`config.mk`:
```
export PLATFORM = sky130hd
export DESIGN_NAME = sep_host_flat
export DESIGN_NICKNAME = d
export VERILOG_FILES = /design/src/include/sep_pkg.sv /design/src/include/sep_link_if.sv /design/src/logic/sep_host.sv /design/src/flat_wrapper.sv
export VERILOG_INCLUDE_DIRS = /design/src /design/src/include
export SDC_FILE = /design/constraint.sdc
export NUM_CORES = 1
export LEC_CHECK = 0
export BUFFER_PORTS_ARGS = -buffer_cell sky130_fd_sc_hd__buf_2
export CAP_MARGIN = 30
export CORE_UTILIZATION = 55
export DETAILED_ROUTE_END_ITERATION = 6
export PLACE_DENSITY = 0.76
export SLEW_MARGIN = 10
export SYNTH_ARGS = -nofsm -noshare
export SYNTH_HDL_FRONTEND = slang
export SYNTH_SLANG_ARGS = --single-unit
```
`constraint.sdc`:
```
create_clock -name CLK -period 3.4 [get_ports CLK]
set_input_delay 1.02 -clock CLK [delete_from_list [all_inputs] [get_ports CLK]]
set_output_delay 1.02 -clock CLK [all_outputs]
set_load 0.02 [all_outputs]
```
`src/include/sep_consts.svh`:
```
// constants of the serial eeprom instruction port: opcodes, field sizes, timing counts
// assumes a single 100 MHz system clock on both ends
`ifndef SEP_CONSTS_SVH
`define SEP_CONSTS_SVH

`define SEP_CLK_NS       10
`define SEP_OP_SPECIAL   2'h0
`define SEP_OP_WRITE     2'h1
`define SEP_OP_READ      2'h2
`define SEP_OP_ERASE     2'h3
`define SEP_Q_WR_DIS     2'h0
`define SEP_Q_WR_ALL     2'h1
`define SEP_Q_ER_ALL     2'h2
`define SEP_Q_WR_EN      2'h3
`define SEP_ABITS_X8     5'h0b
`define SEP_ABITS_X16    5'h0a
`define SEP_DBITS_X8     5'h08
`define SEP_DBITS_X16    5'h10
`define SEP_ERASED       8'hff
`define SEP_MASK_X8      11'h7ff
`define SEP_MASK_X16     11'h3ff
// self-timed programming time, a plain default
`define SEP_T_PROG_NS    30000
`define SEP_PROG_CYC     ((`SEP_T_PROG_NS + `SEP_CLK_NS - 1) / `SEP_CLK_NS)
// serial clock half period, chip select low time, status valid time (least waits)
`define SEP_T_SKHALF_NS  250
`define SEP_SKHALF_CYC   ((`SEP_T_SKHALF_NS + `SEP_CLK_NS - 1) / `SEP_CLK_NS)
`define SEP_T_CS_NS      250
`define SEP_CS_CYC       ((`SEP_T_CS_NS + `SEP_CLK_NS - 1) / `SEP_CLK_NS)
`define SEP_T_SV_NS      400
`define SEP_SV_CYC       ((`SEP_T_SV_NS + `SEP_CLK_NS - 1) / `SEP_CLK_NS)

`endif

```
`src/include/sep_pkg.sv`:
```
// types and field-size helpers shared by both ends of the instruction port
// assumes sep_consts.svh on the include path
`include "sep_consts.svh"

package sep_pkg;

   typedef enum logic [2:0] {
      CMD_READ,
      CMD_WRITE,
      CMD_ERASE,
      CMD_WRITE_ENABLE,
      CMD_WRITE_DISABLE,
      CMD_WRITE_ALL,
      CMD_ERASE_ALL
   } sep_cmd_t;

   function automatic logic [4:0] sep_abits(input logic org);
      return org ? `SEP_ABITS_X16 : `SEP_ABITS_X8;
   endfunction : sep_abits

   function automatic logic [4:0] sep_dbits(input logic org);
      return org ? `SEP_DBITS_X16 : `SEP_DBITS_X8;
   endfunction : sep_dbits

endpackage : sep_pkg

```
`src/include/sep_link_if.sv`:
```
// the three-wire serial link plus serial data out between host and device
// assumes both ends run off their own copy of one system clock
`timescale 1ns/1ps

interface sep_link_if;
   logic cs;
   logic sk;
   logic di;
   logic dout;

   modport dev  (input cs, input sk, input di, output dout);
   modport host (output cs, output sk, output di, input dout);
endinterface : sep_link_if

```
`src/logic/sep_host.sv`:
```
// host end: turns user commands into framed instructions, clocks the link,
// polls ready/busy after programming and buffers read words in a FIFO
// assumes ORG is a static strap on CLK's domain; dout is asynchronous
`timescale 1ns/1ps
`include "sep_consts.svh"

module sep_fifo #(
   parameter int W = 16,
   parameter int D = 8
) (
   input  wire logic         clk,
   input  wire logic         rst_n,
   input  wire logic         in_valid,
   output wire logic         in_ready,
   input  wire logic [W-1:0] in_data,
   output wire logic         out_valid,
   input  wire logic         out_ready,
   output wire logic [W-1:0] out_data
);
   localparam int AW = $clog2(D);
   logic [W-1:0]  mem [0:D-1];
   logic [AW-1:0] wp_r, rp_r;
   logic [AW:0]   cnt_r;
   logic          push, pop, ov_r;

   assign in_ready  = cnt_r != (AW+1)'(D);
   assign out_valid = ov_r;
   assign out_data  = mem[rp_r];
   assign push      = in_valid && in_ready;
   assign pop       = out_valid && out_ready;

   always_ff @(posedge clk or negedge rst_n) begin
      if (!rst_n) begin
         wp_r  <= '0;
         rp_r  <= '0;
         cnt_r <= '0;
         ov_r  <= 1'b0;
      end else begin
         if (push)
            wp_r <= AW'(wp_r + 1'b1);
         if (pop)
            rp_r <= AW'(rp_r + 1'b1);
         cnt_r <= (AW+1)'(cnt_r + push - pop);
         // flag kept in its own flop so the read port valid leaves a register
         ov_r  <= (AW+1)'(cnt_r + push - pop) != '0;
      end
   end

   always_ff @(posedge clk) begin
      if (push)
         mem[wp_r] <= in_data;
   end
endmodule : sep_fifo

module sep_host
   import sep_pkg::*;
(
   input  wire logic        CLK,
   input  wire logic        RSTN,
   sep_link_if.host         link,
   input  wire logic        ORG,
   input  wire logic        CMD_VALID,
   output wire logic        CMD_READY,
   input  wire sep_cmd_t    CMD_OP,
   input  wire logic [10:0] CMD_ADDR,
   input  wire logic [15:0] CMD_DATA,
   input  wire logic [7:0]  CMD_WORDS,
   output wire logic        RD_VALID,
   input  wire logic        RD_READY,
   output wire logic [15:0] RD_DATA
);
   typedef enum logic [1:0] {H_IDLE, H_CLOCK, H_CSLOW, H_POLL} sep_hst_t;

   sep_hst_t    st_r;
   logic        cs_r, sk_r, di_r, rdy_r, poll_r, first_r;
   logic [31:0] vec_r;
   logic [5:0]  ph_r, wait_r;
   logic [4:0]  cmd_left_r, wbit_r;
   logic [11:0] rd_left_r;
   logic [15:0] acc_r;
   logic [2:0]  d_r;
   logic        dout_f_r, half_end, sample, push, f_ready;
   logic [4:0]  ab, db;

   function automatic logic [31:0] frame(input sep_cmd_t c, input logic o,
                                         input logic [10:0] a, input logic [15:0] d);
      logic [31:0] v;
      logic [10:0] af;
      logic [4:0]  n;
      n = 5'(5'h03 + sep_abits(o));
      af = a;
      // start bit and the 00 opcode that the qualified commands share
      v = 32'h0000_0004;
      unique case (c)
         CMD_READ:          v = 32'h0000_0006;
         CMD_WRITE:         v = 32'h0000_0005;
         CMD_ERASE:         v = 32'h0000_0007;
         CMD_WRITE_ENABLE:  af = 11'({`SEP_Q_WR_EN, 9'h000} >> (11 - sep_abits(o)));
         CMD_WRITE_DISABLE: af = 11'({`SEP_Q_WR_DIS, 9'h000} >> (11 - sep_abits(o)));
         CMD_WRITE_ALL:     af = 11'({`SEP_Q_WR_ALL, 9'h000} >> (11 - sep_abits(o)));
         CMD_ERASE_ALL:     af = 11'({`SEP_Q_ER_ALL, 9'h000} >> (11 - sep_abits(o)));
      endcase
      v = (v << sep_abits(o)) | 32'(af & (o ? `SEP_MASK_X16 : `SEP_MASK_X8));
      if (c == CMD_WRITE || c == CMD_WRITE_ALL) begin
         v = (v << sep_dbits(o)) | 32'(o ? d : {8'h00, d[7:0]});
         n = 5'(n + sep_dbits(o));
      end
      return v << (6'd32 - 6'(n));
   endfunction : frame

   assign ab        = sep_abits(ORG);
   assign db        = sep_dbits(ORG);
   assign half_end  = st_r == H_CLOCK && ph_r == 6'(`SEP_SKHALF_CYC - 1);
   assign sample    = half_end && !sk_r && cmd_left_r == 5'h00 && !first_r;
   assign push      = sample && wbit_r == 5'(db - 5'h01);
   assign link.cs   = cs_r;
   assign link.sk   = sk_r;
   assign link.di   = di_r;
   assign CMD_READY = rdy_r;

   ////////////////////////////////////////////////////////////////////////////
   // dout synchroniser, same three-stage agree filter as the device pins
   always_ff @(posedge CLK or negedge RSTN) begin
      if (!RSTN) begin
         d_r      <= 3'h7;
         dout_f_r <= 1'b1;
      end else begin
         d_r <= {d_r[1:0], link.dout};
         if (d_r[1] == d_r[2])
            dout_f_r <= d_r[2];
      end
   end

   ////////////////////////////////////////////////////////////////////////////
   // link sequencer; a full FIFO freezes the serial clock in its low half
   always_ff @(posedge CLK or negedge RSTN) begin
      if (!RSTN) begin
         st_r       <= H_IDLE;
         cs_r       <= 1'b0;
         sk_r       <= 1'b0;
         di_r       <= 1'b0;
         rdy_r      <= 1'b0;
         poll_r     <= 1'b0;
         first_r    <= 1'b0;
         vec_r      <= 32'h0000_0000;
         ph_r       <= 6'h00;
         wait_r     <= 6'h00;
         cmd_left_r <= 5'h00;
         rd_left_r  <= 12'h000;
      end else begin
         unique case (st_r)
            H_IDLE: begin
               rdy_r <= 1'b1;
               if (CMD_VALID && rdy_r) begin
                  rdy_r      <= 1'b0;
                  vec_r      <= frame(CMD_OP, ORG, CMD_ADDR, CMD_DATA) << 1;
                  di_r       <= 1'b1;
                  cs_r       <= 1'b1;
                  ph_r       <= 6'h00;
                  st_r       <= H_CLOCK;
                  first_r    <= CMD_OP == CMD_READ;
                  poll_r     <= !(CMD_OP inside {CMD_READ, CMD_WRITE_ENABLE,
                                                 CMD_WRITE_DISABLE});
                  cmd_left_r <= 5'(5'h03 + ab + ((CMD_OP == CMD_WRITE ||
                                 CMD_OP == CMD_WRITE_ALL) ? db : 5'h00));
                  rd_left_r  <= (CMD_OP == CMD_READ) ?
                                12'(12'(CMD_WORDS) * 12'(db) + 12'h001) : 12'h000;
               end
            end
            H_CLOCK: begin
               if (!half_end) begin
                  ph_r <= 6'(ph_r + 6'h01);
               end else if (!sk_r) begin
                  if (!(push && !f_ready)) begin
                     sk_r <= 1'b1;
                     ph_r <= 6'h00;
                     if (cmd_left_r == 5'h00)
                        first_r <= 1'b0;
                  end
               end else begin
                  sk_r  <= 1'b0;
                  ph_r  <= 6'h00;
                  di_r  <= vec_r[31];
                  vec_r <= vec_r << 1;
                  if (cmd_left_r != 5'h00)
                     cmd_left_r <= 5'(cmd_left_r - 5'h01);
                  else
                     rd_left_r <= 12'(rd_left_r - 12'h001);
                  if ((cmd_left_r == 5'h01 && rd_left_r == 12'h000) ||
                      (cmd_left_r == 5'h00 && rd_left_r == 12'h001)) begin
                     cs_r   <= 1'b0;
                     di_r   <= 1'b0;
                     wait_r <= 6'h00;
                     st_r   <= H_CSLOW;
                  end
               end
            end
            H_CSLOW: begin
               wait_r <= 6'(wait_r + 6'h01);
               if (wait_r == 6'(`SEP_CS_CYC - 1)) begin
                  wait_r <= 6'h00;
                  if (poll_r) begin
                     poll_r <= 1'b0;
                     cs_r   <= 1'b1;
                     st_r   <= H_POLL;
                  end else begin
                     st_r <= H_IDLE;
                  end
               end
            end
            H_POLL: begin
               if (wait_r != 6'(`SEP_SV_CYC))
                  wait_r <= 6'(wait_r + 6'h01);
               else if (dout_f_r) begin
                  cs_r <= 1'b0;
                  wait_r <= 6'h00;
                  st_r <= H_CSLOW;
               end
            end
         endcase
      end
   end

   ////////////////////////////////////////////////////////////////////////////
   // read word assembly, the dummy zero after the address is not sampled (first_r)
   always_ff @(posedge CLK or negedge RSTN) begin
      if (!RSTN) begin
         wbit_r <= 5'h00;
         acc_r  <= 16'h0000;
      end else if (st_r == H_IDLE) begin
         wbit_r <= 5'h00;
      end else if (sample && !(push && !f_ready)) begin
         acc_r  <= {acc_r[14:0], dout_f_r};
         wbit_r <= push ? 5'h00 : 5'(wbit_r + 5'h01);
      end
   end

   sep_fifo #(.W(16), .D(8)) u_fifo (
      .clk       (CLK),
      .rst_n     (RSTN),
      .in_valid  (push),
      .in_ready  (f_ready),
      .in_data   (ORG ? {acc_r[14:0], dout_f_r} : {8'h00, acc_r[6:0], dout_f_r}),
      .out_valid (RD_VALID),
      .out_ready (RD_READY),
      .out_data  (RD_DATA)
   );

endmodule : sep_host

```
`src/flat_wrapper.sv`:
```
// flat-port wrapper written by rule: the top's interface ports become plain ports
module sep_host_flat import sep_pkg::*;
  (CLK, RSTN, ORG, CMD_VALID, CMD_READY, CMD_OP, CMD_ADDR, CMD_DATA, CMD_WORDS, RD_VALID, RD_READY, RD_DATA, link_cs, link_sk, link_di, link_dout);
  sep_link_if link_i ();
  input  wire logic CLK;
  input  wire logic RSTN;
  input  wire logic ORG;
  input  wire logic CMD_VALID;
  output wire logic CMD_READY;
  input  wire sep_cmd_t CMD_OP;
  input  wire logic [10:0] CMD_ADDR;
  input  wire logic [15:0] CMD_DATA;
  input  wire logic [7:0] CMD_WORDS;
  output wire logic RD_VALID;
  input  wire logic RD_READY;
  output wire logic [15:0] RD_DATA;
  output wire logic [$bits(link_i.cs)-1:0] link_cs;
  output wire logic [$bits(link_i.sk)-1:0] link_sk;
  output wire logic [$bits(link_i.di)-1:0] link_di;
  input wire logic [$bits(link_i.dout)-1:0] link_dout;
  assign link_cs = link_i.cs;
  assign link_sk = link_i.sk;
  assign link_di = link_i.di;
  assign link_i.dout = link_dout;
  sep_host u_core (.CLK(CLK), .RSTN(RSTN), .link(link_i), .ORG(ORG), .CMD_VALID(CMD_VALID), .CMD_READY(CMD_READY), .CMD_OP(CMD_OP), .CMD_ADDR(CMD_ADDR), .CMD_DATA(CMD_DATA), .CMD_WORDS(CMD_WORDS), .RD_VALID(RD_VALID), .RD_READY(RD_READY), .RD_DATA(RD_DATA));
endmodule
```
==> impl_metrics.env <==
export IMPL_drt_pre_antenna_iters=5
export IMPL_rows=50
export IMPL_drt_wl_total_um=21200
export IMPL_power_leakage_nw=4.99
export IMPL_antenna_left=0
export IMPL_cpLargestDelayFamily="multiplexers"
export IMPL_crit_fanout=10
export IMPL_gp_routability_congestion=0.824
export IMPL_track_usage_pct=22.2
export IMPL_finClkSkew_ns=0.00939
export IMPL_wl_per_cell_um=17.9
export IMPL_dp_cells=1137
export IMPL_synth_cells=815
export IMPL_grt_pass1_wl_um=34700
export IMPL_io_pins=65
export IMPL_clock_sinks=229
export IMPL_yosysTopAreaCell="edfxtp_1"
export IMPL_post_synth_top_count_cell="edfxtp_1"
export IMPL_fmax_ghz=0.303
export IMPL_nNetsFinal=979
export IMPL_finalMaxSlewViolations=0
export IMPL_synth_edff_count=128
export IMPL_min_path_type="reg2reg"
export IMPL_critPathKind="reg2out"
export IMPL_worst_pin_slew_ns=0.961
export IMPL_critical_path_buf_inv_count=2
export IMPL_viasPerCell=5.77
export IMPL_fin_area_mm2=0.0124
export IMPL_grt_pass1_vias=6776
export IMPL_ys_seq_elements=229
export IMPL_status="finished, final reports clean"
export IMPL_cts_htree_levels=1
export IMPL_use_met3_pct=3.37
export IMPL_coreArea_mm2=0.0189
export IMPL_relSlewSlack_pct=35.4
export IMPL_synth_top_area_share_pct=36.0
export IMPL_netlist_area_mm2=0.0107
export IMPL_syn_to_final_growth_pct=16.2
export IMPL_path_cells="buf_4 > mux4_2 > mux2_2 > buf_2"
export IMPL_num_antenna_cells=0
export IMPL_cts_tree="yes"
export IMPL_clkLatencyLatePin_ns=0.52
export IMPL_startpoint_type="flop"
export IMPL_synth_ff_type="edfxtp_1"
export IMPL_first_iter_violations=540
export IMPL_synth_area_per_cell_um2=13.1
export IMPL_cpPeakStageDelay_ns=0.55
export IMPL_worstSetupEndpointType="primary output"
export IMPL_max_clock_path_buffers=3
export IMPL_synth_common_cells="edfxtp_1 (128), dfrtp_1 (97), o21ai_0 (61)"
export IMPL_die_h_um=141
export IMPL_antenna_found_initial=0
export IMPL_dp_hpwl_um=13400
export IMPL_die_x_um=141
export IMPL_powerDensity_mw_per_mm2=611
export IMPL_worstPathRequired_ns=2.38
export IMPL_min_period_ns=3.30
export IMPL_async_flop_share_pct=44.1
export IMPL_layout_cells_non_filler=1181
export IMPL_met1_usage_pct=29.8
export IMPL_ir_worst_vdd_mv=0.461
export IMPL_overflow=0
export IMPL_gr_usage_met2_pct=37.8
export IMPL_busiest_layer="met2"
export IMPL_port_buffers=64
export IMPL_fin_crit_sh_pct=97.0
export IMPL_utilization_pct=65.6
export IMPL_hold_viol_final=0
export IMPL_setup_viol=0
export IMPL_drcViolationCount=0
export IMPL_rsz0062_at_grt="no"
export IMPL_ys_seq_area_share_pct=59.7
export IMPL_initial_utilization_pct=56.5
export IMPL_cts_clk_slew_worst_paths_ns=0.06
export IMPL_arrival_ns=2.28
export IMPL_placed_cell_area_mm2=0.0116
export IMPL_ctsRootBufferMaster="clkbuf_16"
export IMPL_critPathSlowestCell="dfrtp_4"
export IMPL_maxCapViolations=0
export IMPL_vias=6818
export IMPL_cts_buffers=24
export IMPL_dieArea_mm2=0.0200
export IMPL_yosysUniqueCellTypes=67
export IMPL_synthTopCellsByArea="edfxtp_1 (36%), dfrtp_1 (23%), mux4_2 (6.8%)"
export IMPL_yosysWarnings=0
export IMPL_final_layout_size_suffix_gt1_share_pct=26.2
export IMPL_grt_max_degree=54
export IMPL_postCtsHoldBufs=0
flip-flops by register name, indices dropped and copies added, names as in the netlist, 2 cells and up:
signal / flops
u_core.u_fifo.rp_r: 3
u_core.rd_left_r: 12
u_core.wait_r: 6
u_core.acc_r: 15
u_core.u_fifo.cnt_r: 4
u_core.ph_r: 6
u_core.cmd_left_r: 5
u_core.u_fifo.mem: 128
u_core.wbit_r: 5
u_core.vec_r: 29
u_core.d_r: 3
u_core.u_fifo.wp_r: 3
u_core.st_r: 2
cell families (layout without fill, tap and decap cells):
logic type / count (synthesis) / in the layout / synth area share, %
and+or+nand+nor: 218 / 218 / 10.6
DFF: 229 / 229 / 59.7
buffers and inverters: 67 / 170 / 2.40
other: 1 / 4 / 0.0351
AOI/OAI and AO/OA: 163 / 163 / 9.49
xor gates and xnor gates: 14 / 14 / 1.15
adders and majority gates: 33 / 33 / 3.98
muxes: 90 / 90 / 12.7
stage by stage:
step / power, W / setup WS (ns) / setup TNS [ns] / hold slack, ns
floorplan: 0.00459 / -0.0901 / -0.0901 / 0.345
global placement: 0.00507 / -0.0957 / -0.0957 / 0.346
CTS: 0.00765 / 0.00372 / 0 / 0.358
finish: 0.00758 / 0.102 / 0 / 0.357
global route: 0.00798 / 0.00707 / 0 / 0.362
detailed placement: 0.00512 / -0.120 / -0.120 / 0.349
layout by cell type, fill, tap and decap left out, types with 18 or more instances in the layout:
master     instances
edfxtp_1         128
a21oi_1           35
mux4_2            32
clkbuf_16         25
mux2i_1           18
nor2_1            51
inv_1             25
nand3_1           19
ha_1              27
nand2_1           58
mux2_2            40
dfrtp_1           96
o21ai_0           60
buf_2             63
buf_4             28
repair_timing:
action,in CTS,in global routing
gates resized for setup,1,3
endpoints found under the setup margin,1,6
pin swaps,0,1
buffers inserted,0,0
endpoints found under the hold margin,0,0
per-layer routing:
| layer | share of wire (%) | routed length, um |
|---|---|---|
| met1 | 43 | 9150 |
| met2 | 50 | 10600 |
| met3 | 4.3 | 916 |
| met4 | 2.2 | 471 |
| met5 | 0 | 0 |
worst register-to-register path: cells and delay by family, from the launching register on:
family	cells	cell delay, ns
buffers and inverters	4	0.22
and+or+nand+nor	4	1.51
adders and majority gates	4	1.04
DFF	1	0.37
power by group:
group          leakage, nW  switching, W  total, W  internal, W
sequential            2.55      0.000218   0.00341      0.00320
clock                0.383       0.00106   0.00252      0.00146
combinational         2.06      0.000845   0.00165     0.000806
worst paths after layout:
| check | start | end | slack (ns) | depth (start not counted) |
|---|---|---|---|---|
| hold reg to reg | u_core.d_r[0] | u_core.d_r[1] | 0.36 | 0 |
| min in group asynchronous | RSTN | u_core.link.cs | 0.53 | 1 |
| max in group asynchronous | RSTN | u_core.vec_r[26] | 2.16 | 2 |
| setup / recovery | u_core.u_fifo.rp_r[0] | RD_DATA[7] | 0.10 | 4 |
| setup reg to reg | u_core.ph_r[0] | u_core.u_fifo.out_valid | 0.15 | 12 |
| hold / removal | u_core.d_r[0] | u_core.d_r[1] | 0.36 | 0 |
area by class of cell:
class                           count  area, um2
Fill cell                        1413       6490
Timing Repair Buffer              101        726
Multi-Input combinational cell    522       4110
Tap cell                          260        325
Inverter                           25       93.8
Clock inverter                      7       46.3
Clock buffer                       37        721
Sequential cell                   229       6380
Power figures use the tool's default switching activity.
